`config.mk`:
```
export PLATFORM = sky130hd
export DESIGN_NAME = qpc_position_regs
export DESIGN_NICKNAME = d
export VERILOG_FILES = /design/src/core/qpc_pkg.sv /design/src/core/qpc_position_regs.sv
export VERILOG_INCLUDE_DIRS = /design/src /design/src/core
export SDC_FILE = /design/constraint.sdc
export NUM_CORES = 1
export LEC_CHECK = 0
export ABC_AREA = 1
export ABC_CLOCK_PERIOD_IN_PS = 2700
export BUFFER_PORTS_ARGS = -buffer_cell sky130_fd_sc_hd__buf_2
export CORE_ASPECT_RATIO = 0.5
export CORE_MARGIN = 1.5
export CORE_UTILIZATION = 45
export DETAILED_ROUTE_END_ITERATION = 8
export PLACE_DENSITY_LB_ADDON = 0.05
export SETUP_SLACK_MARGIN = 0.2
export SLEW_MARGIN = 20
export SYNTH_ARGS = -nofsm -noshare
export SYNTH_HDL_FRONTEND = slang
export SYNTH_SLANG_ARGS = --single-unit
```
`constraint.sdc`:
```
create_clock -name ref_clk -period 2.7 [get_ports ref_clk]
set_input_delay 0.54 -clock ref_clk [delete_from_list [all_inputs] [get_ports ref_clk]]
set_output_delay 0.54 -clock ref_clk [all_outputs]
set_load 0.05 [all_outputs]
```
`src/core/qpc_params.svh`:
```
`ifndef QPC_PARAMS_SVH
`define QPC_PARAMS_SVH

// register word offsets (byte addresses, one aligned word each)
`define QPC_OFF_CTRL 8'h00
`define QPC_OFF_HIGH 8'h04
`define QPC_OFF_LOW 8'h08
`define QPC_OFF_HOLD 8'h0C
`define QPC_OFF_STAT 8'h10

// control register field positions
`define QPC_CTRL_EN_BIT 15
`define QPC_CTRL_PIM_HI 12
`define QPC_CTRL_PIM_LO 10
`define QPC_CTRL_IMVB_BIT 9
`define QPC_CTRL_IMVA_BIT 8
`define QPC_CTRL_CCM_HI 5
`define QPC_CTRL_CCM_LO 4
`define QPC_CTRL_SWAP_BIT 2
`define QPC_CTRL_POLA_BIT 1
`define QPC_CTRL_POLB_BIT 0
// writable bits of the control register
`define QPC_CTRL_MASK 16'h9F37

// status register field positions
`define QPC_STAT_A_BIT 0
`define QPC_STAT_B_BIT 1
`define QPC_STAT_MATCH_BIT 2
`define QPC_STAT_TIMER_BIT 3

// reset values
`define QPC_CTRL_RST 16'h0000
`define QPC_WORD_RST 16'h0000
`define QPC_COUNT_RST 32'h0000_0000

`endif

```
`src/core/qpc_pkg.sv`:
```
package qpc_pkg;

    // counter control modes
    typedef enum logic [1:0] {
        QPC_CCM_QUAD = 2'b00,
        QPC_CCM_DIR = 2'b01,
        QPC_CCM_TMR0 = 2'b10,
        QPC_CCM_TMR1 = 2'b11
    } qpc_ccm_e;

    // position init modes handled by this block
    typedef enum logic [2:0] {
        QPC_PIM_NONE = 3'b000,
        QPC_PIM_IDXRST = 3'b001
    } qpc_pim_e;

    // classic wishbone request from the master
    typedef struct packed {
        logic cyc;
        logic stb;
        logic we;
        logic [7:0] adr;
        logic [3:0] sel;
        logic [31:0] dat;
    } qpc_wb_req_s;

    // encoder pins
    typedef struct packed {
        logic phaseA;
        logic phaseB;
        logic index;
    } qpc_enc_s;

endpackage

```
`src/core/qpc_position_regs.sv`:
```
// Behaviour
// - ccm 10/11 makes counters timers, init mode ignored
// - ccm 00 index match clears both counter halves
// - swap and polarity applied before index match
// - high word reads/writes counter bits 31:16
// - low word reads/writes counter bits 15:0
// - 16-bit read/write hold register for high word
// - match value bit selects matching phase level
`include "qpc_params.svh"

module qpc_position_regs
    import qpc_pkg::*;
(
    // clock and reset
    input wire logic ref_clk,
    input wire logic rst_n,
    // wishbone slave
    input wire qpc_wb_req_s wbReq,
    output logic wbAck,
    output logic [31:0] wbDatO,
    // encoder inputs, already synchronous to ref_clk
    input wire qpc_enc_s enc
);

    // merge byte lanes of a 16-bit register with write data
    function automatic logic [15:0] laneMerge(input logic [15:0] old,
                                              input logic [31:0] wdat,
                                              input logic [3:0] sel);
        laneMerge = old;
        if (sel[0])
        begin
            laneMerge[7:0] = wdat[7:0];
        end
        if (sel[1])
        begin
            laneMerge[15:8] = wdat[15:8];
        end
    endfunction

    // bus state
    logic ack_q, ack_d; // answer flag, one cycle long
    logic [31:0] rdat_q, rdat_d; // read data, captured with ack
    // software state
    logic [15:0] ctrl_q, ctrl_d; // control word
    logic [15:0] hold_q, hold_d; // hold word for coherent access
    // counting state
    logic [31:0] count_q, count_d; // 32-bit position counter
    logic aPrev_q, bPrev_q, idxPrev_q; // last conditioned phase levels and raw index level
    logic aPrev_d, bPrev_d, idxPrev_d;

    // control fields
    logic enable;
    qpc_ccm_e counter_control_mode;
    qpc_pim_e pim;
    logic imvA, imvB, swapAB, polA, polB;
    assign enable = ctrl_q[`QPC_CTRL_EN_BIT];
    assign counter_control_mode = qpc_ccm_e'(ctrl_q[`QPC_CTRL_CCM_HI:`QPC_CTRL_CCM_LO]);
    assign pim = qpc_pim_e'(ctrl_q[`QPC_CTRL_PIM_HI:`QPC_CTRL_PIM_LO]);
    assign imvA = ctrl_q[`QPC_CTRL_IMVA_BIT];
    assign imvB = ctrl_q[`QPC_CTRL_IMVB_BIT];
    assign swapAB = ctrl_q[`QPC_CTRL_SWAP_BIT];
    assign polA = ctrl_q[`QPC_CTRL_POLA_BIT];
    assign polB = ctrl_q[`QPC_CTRL_POLB_BIT];

    // conditioned phases: swap first, then each polarity
    logic condA, condB;
    assign condA = (swapAB ? enc.phaseB : enc.phaseA) ^ polA;
    assign condB = (swapAB ? enc.phaseA : enc.phaseB) ^ polB;

    // match value bit picks the level each phase must show
    logic idxMatch;
    assign idxMatch = (condA == imvA) && (condB == imvB);

    // timer modes override everything position related
    logic timerMode;
    assign timerMode = (counter_control_mode == QPC_CCM_TMR0) || (counter_control_mode == QPC_CCM_TMR1);

    // bus phases: capture on the edge that raises ack, commit when
    // the master samples ack, so a write lands exactly once
    logic busReq, capture, commit;
    assign busReq = wbReq.cyc && wbReq.stb;
    assign capture = busReq && !ack_q;
    assign commit = busReq && ack_q && wbReq.we;

    logic wrCtrl, wrHigh, wrLow, wrHold, rdLow;
    assign wrCtrl = commit && (wbReq.adr == `QPC_OFF_CTRL);
    assign wrHigh = commit && (wbReq.adr == `QPC_OFF_HIGH);
    assign wrLow = commit && (wbReq.adr == `QPC_OFF_LOW);
    assign wrHold = commit && (wbReq.adr == `QPC_OFF_HOLD);
    assign rdLow = capture && !wbReq.we && (wbReq.adr == `QPC_OFF_LOW);

    // bus answer and read mux; unmapped reads give zero
    always_comb
    begin
        ack_d = capture;
        rdat_d = rdat_q;
        if (capture)
        begin
            rdat_d = 32'h0000_0000;
            unique case (wbReq.adr)
                `QPC_OFF_CTRL: rdat_d[15:0] = ctrl_q;
                `QPC_OFF_HIGH: rdat_d[15:0] = count_q[31:16];
                `QPC_OFF_LOW: rdat_d[15:0] = count_q[15:0];
                `QPC_OFF_HOLD: rdat_d[15:0] = hold_q;
                `QPC_OFF_STAT:
                begin
                    rdat_d[`QPC_STAT_A_BIT] = condA;
                    rdat_d[`QPC_STAT_B_BIT] = condB;
                    rdat_d[`QPC_STAT_MATCH_BIT] = idxMatch;
                    rdat_d[`QPC_STAT_TIMER_BIT] = timerMode;
                end
                default: rdat_d = 32'h0000_0000;
            endcase
        end
    end

    always_ff @(posedge ref_clk or negedge rst_n)
    begin
        if (!rst_n)
        begin
            ack_q <= 1'b0;
            rdat_q <= 32'h0000_0000;
        end
        else
        begin
            ack_q <= ack_d;
            rdat_q <= rdat_d;
        end
    end

    assign wbAck = ack_q;
    assign wbDatO = rdat_q;

    // control and hold registers
    always_comb
    begin
        ctrl_d = ctrl_q;
        hold_d = hold_q;
        if (wrCtrl)
        begin
            ctrl_d = laneMerge(ctrl_q, wbReq.dat, wbReq.sel)
                & `QPC_CTRL_MASK;
        end
        if (wrHold)
        begin
            hold_d = laneMerge(hold_q, wbReq.dat, wbReq.sel);
        end
        else if (rdLow)
        begin
            // snapshot the upper half as the low half is read
            hold_d = count_q[31:16];
        end
    end

    always_ff @(posedge ref_clk or negedge rst_n)
    begin
        if (!rst_n)
        begin
            ctrl_q <= `QPC_CTRL_RST;
            hold_q <= `QPC_WORD_RST;
        end
        else
        begin
            ctrl_q <= ctrl_d;
            hold_q <= hold_d;
        end
    end

    // counting: software writes win over all, timer counts over clears, clears over encoder counts;
    // the encoder must stay below half of ref_clk or edges are lost
    logic aChg, bChg, idxRise;
    always_comb
    begin
        aPrev_d = condA;
        bPrev_d = condB;
        idxPrev_d = enc.index;
        aChg = condA ^ aPrev_q;
        bChg = condB ^ bPrev_q;
        idxRise = enc.index && !idxPrev_q;
        count_d = count_q;
        if (enable)
        begin
            if (timerMode)
            begin
                // init mode and index match play no part here
                count_d = count_q + 32'h0000_0001;
            end
            else if ((counter_control_mode == QPC_CCM_QUAD) && idxMatch)
            begin
                count_d = `QPC_COUNT_RST;
            end
            else if ((pim == QPC_PIM_IDXRST) && idxRise)
            begin
                count_d = `QPC_COUNT_RST;
            end
            else if (counter_control_mode == QPC_CCM_QUAD)
            begin
                // a double change is a skipped state and is dropped
                if (aChg ^ bChg)
                begin
                    if (condA ^ bPrev_q)
                    begin
                        count_d = count_q + 32'h0000_0001;
                    end
                    else
                    begin
                        count_d = count_q - 32'h0000_0001;
                    end
                end
            end
            else if (aChg && condA)
            begin
                // count and direction: phase B high counts up
                if (condB)
                begin
                    count_d = count_q + 32'h0000_0001;
                end
                else
                begin
                    count_d = count_q - 32'h0000_0001;
                end
            end
        end
        if (wrHigh)
        begin
            count_d[31:16] = laneMerge(count_q[31:16], wbReq.dat,
                                       wbReq.sel);
        end
        if (wrLow)
        begin
            count_d[15:0] = laneMerge(count_q[15:0], wbReq.dat,
                                      wbReq.sel);
            count_d[31:16] = hold_q;
        end
    end

    always_ff @(posedge ref_clk or negedge rst_n)
    begin
        if (!rst_n)
        begin
            count_q <= `QPC_COUNT_RST;
            aPrev_q <= 1'b0;
            bPrev_q <= 1'b0;
            idxPrev_q <= 1'b0;
        end
        else
        begin
            count_q <= count_d;
            aPrev_q <= aPrev_d;
            bPrev_q <= bPrev_d;
            idxPrev_q <= idxPrev_d;
        end
    end

    logic noWr;
    assign noWr = !wrHigh && !wrLow;
endmodule

```
==> metrics <==
launching point of the worst reg2reg path count_q[0]; Clock transition at path regs 0.07 ns; sequential share of power 42.9%; Yosys Warn Count 0; Vias 7328; drt wl/cell 19.9 um; Max IR drop VDD 0.267 mV; Top cell by count, worst path nand2_1; Final TNS setup 0 ns; FILL cells 1645; clock network fraction of design power 43.5%; net switching power 0.877 mW; total CTS buffers 9; Post-synth top flop dfrtp_1; die width 181 um; Int Power 1.95 mW; Crit path arrival time 2.57 ns; outcome finished, final reports clean; most common cell after layout, fill and taps aside nand2_1; die area 16600 um^2; WS Path Type reg2reg; I/O pin count 85; Switching Share 31.1%; setup violators final 0; sequential-to-total area share from yosys stat 27.8%; gr usage total 32.9%; Initial Util 46.1%; Tmin final 2.33 ns; Max Clock Skew 0.0144 ns; most frequent cells in the layout nand2_1, nor2_1, inv_1; syn avg cell area 6.49 um^2; #FFs+latches synth 79; async set or reset register ratio after synthesis 100%; Iter 0 DRT Violations 825; Setup WS post-layout 0.369 ns; area grow syn2layout 8.83%; P_leak 3.86 nW; number of global-route vias before repair 6574; First-pass DRT Iterations 5; power per cell area 365 nW/um^2; Syn Inst Count 1095; worst slew pin tran 0.640 ns; global route overflow 0; cell taking the most area after synthesis dfrtp_1; max-slew violations 0; FMAX 429 MHz; final instance area 7730 um^2; FF-to-FF End count_q[20]; Critical Path Fanout Max 6; Clk Tree Root Cell clkbuf_16; Netlist cell types 47; max incr delay on CP 0.44 ns; CTS H-tree depth 3; Reg2Reg Setup Slack 0.37 ns; combinational share of power 13.6%; Placed Area 7410 um^2; Synth area leaders dfrtp_1, nand2_1, nor2_1; first-pass GRT wire length 40.4 mm; hold-fix buffers at CTS 0; Nets 1182; number of flops mapped to enable cells by yosys 0; Hold Fails Final Rpt 0; initial antenna violation count 1; Critical Path Sink Type register; WL final 26.6 mm; fraction of layout cells with a size suffix above 1 16.0%; R2R cell count 12; clock tree sinks 79; CP Cell Sequence inv_1 > ha_1 > nand2_1 > nor2_4 > nand3_2 > nor2_4 > xor2_1 > nand2_1 > nand3_1 > nand2_1 > nand2_1 > nand2_1; Worst slew margin 57.4%; Bufs on Longest Clock Path 2; pin count of the biggest net entering global routing 42; Die Span Y 91.8 um; row count 32; TritonCTS clock tree built; synthesized cell area 7100 um^2; RD Place Congestion 0.973; CP required 2.94 ns; DRC Markers 0; final worst path period share 86.4%; Synth top area share 27.8%; worst min-delay path class in2async; RSZ-0062 raised after global routing true; post-DR vias/cell 5.48; Final HPWL DP 20.9 mm; Core Area 15400 um^2; nature of the critical path startpoint register; crit path max-delay cell type dfrtp_1; Setup Slack @ Placement 0.181 ns; # port buffers 50; ANT nets after route 0; Worst-Skew Late Latency 0.36 ns; max_cap viols 0
-- worst max-delay path: cells and delay by family, from the launching register on --
| family | cells | cell delay, ns |
|---|---|---|
| buffers and inverters | 1 | 0.18 |
| DFF | 1 | 0.44 |
| adders and majority gates | 1 | 0.31 |
| and+or+nand+nor | 9 | 1.13 |
| xor gates and xnor gates | 1 | 0.16 |
-- area by class of cell --
| type | count | area, um^2 | share of cell area, % |
|---|---|---|---|
| diodes | 1 | 2.50 | 0.0324 |
| clock buffers | 10 | 239 | 3.09 |
| clock inverters | 6 | 41.3 | 0.534 |
| inverters | 111 | 420 | 5.44 |
| multi-input cells | 856 | 4350 | 56.3 |
| flip-flops and latches | 79 | 1980 | 25.6 |
| well taps | 204 | 255 | 3.30 |
| repair buffers | 70 | 444 | 5.75 |
-- registers in the layout (all words and copies together), names as in the netlist --
register   count
count_q       32
hold_q        16
ctrl_q        11
bPrev_q        1
wbDatO        16
wbAck          1
aPrev_q        1
idxPrev_q      1
-- metrics by stage --
| step | hold slack, ns | instances | total power, mW | util [%] |
|---|---|---|---|---|
| 3_3_place_gp | 0.464 | 1318 | 1.61 | 48.1 |
| 5_1_grt | 0.229 | 1336 | 2.92 | 50.1 |
| 6_report | 0.189 | 1337 | 2.82 | 50.1 |
| 3_5_place_dp | 0.469 | 1318 | 1.61 | 48.1 |
| 4_1_cts | 0.222 | 1334 | 2.82 | 49.9 |
| 2_1_floorplan | 0.244 | 1110 | 1.50 | - |
-- power by group through the flow --
| stage | logic (mW) | registers [mW] | clock network [mW] |
|---|---|---|---|
| final | 0.384 | 1.21 | 1.23 |
| after detailed placement | 0.377 | 1.23 | 0 |
| after global placement | 0.373 | 1.23 | 0 |
| after CTS | 0.378 | 1.21 | 1.23 |
| after global routing | 0.419 | 1.21 | 1.29 |
| after floorplan | 0.269 | 1.23 | 0 |
-- cells by family (layout without fill, tap and decap cells) --
group | after synthesis | in the layout | synth area share [%]
other cells | 1 | 17 | 0.0528
simple gates | 644 | 644 | 41.2
fa+ha+maj | 3 | 3 | 0.529
compound gates | 154 | 154 | 13.6
buf+inv | 175 | 197 | 11.9
flops | 79 | 79 | 27.8
xor+xnor | 39 | 39 | 4.91
-- metal layers --
layer	track usage, %	up-vias	part of all wire, %
li1	-	3509	-
met1	51.3	3423	50
met2	43.6	373	37
met3	11.0	23	12
met4	3.71	0	0.54
met5	0	-	0
-- cells in the mapped netlist, drive strengths merged (2+ instances only) --
cell    number
ha           3
nand2      378
nand4       18
inv        109
clkbuf       9
nor2       161
o21ai       80
nand3       70
xor2        37
nand3b       2
a21oi       35
a221oi      11
clkinv       2
o211ai       5
buf         55
xnor2        2
o22ai        9
dfrtp       79
o21bai       5
nor3        12
a21boi       6
-- worst max-delay path by stage --
stage          cells after the start          end       start  slack, ns
2_1_floorplan                     13  count_q[11]      enc[1]       0.55
3_3_place_gp                      13  count_q[12]      enc[1]       0.26
3_5_place_dp                      15  count_q[22]      enc[1]       0.18
4_1_cts                           12  count_q[20]  count_q[0]       0.33
5_1_grt                           13  count_q[28]   ctrl_q[2]       0.16
6_report                          12  count_q[20]  count_q[0]       0.37
-- repair_timing --
action / 4_1_cts / 5_1_grt
buffers inserted: 0 / 2
endpoints found under the setup margin: 0 / 15
resized for setup: 0 / 4
(Power assumes the default switching activity.)
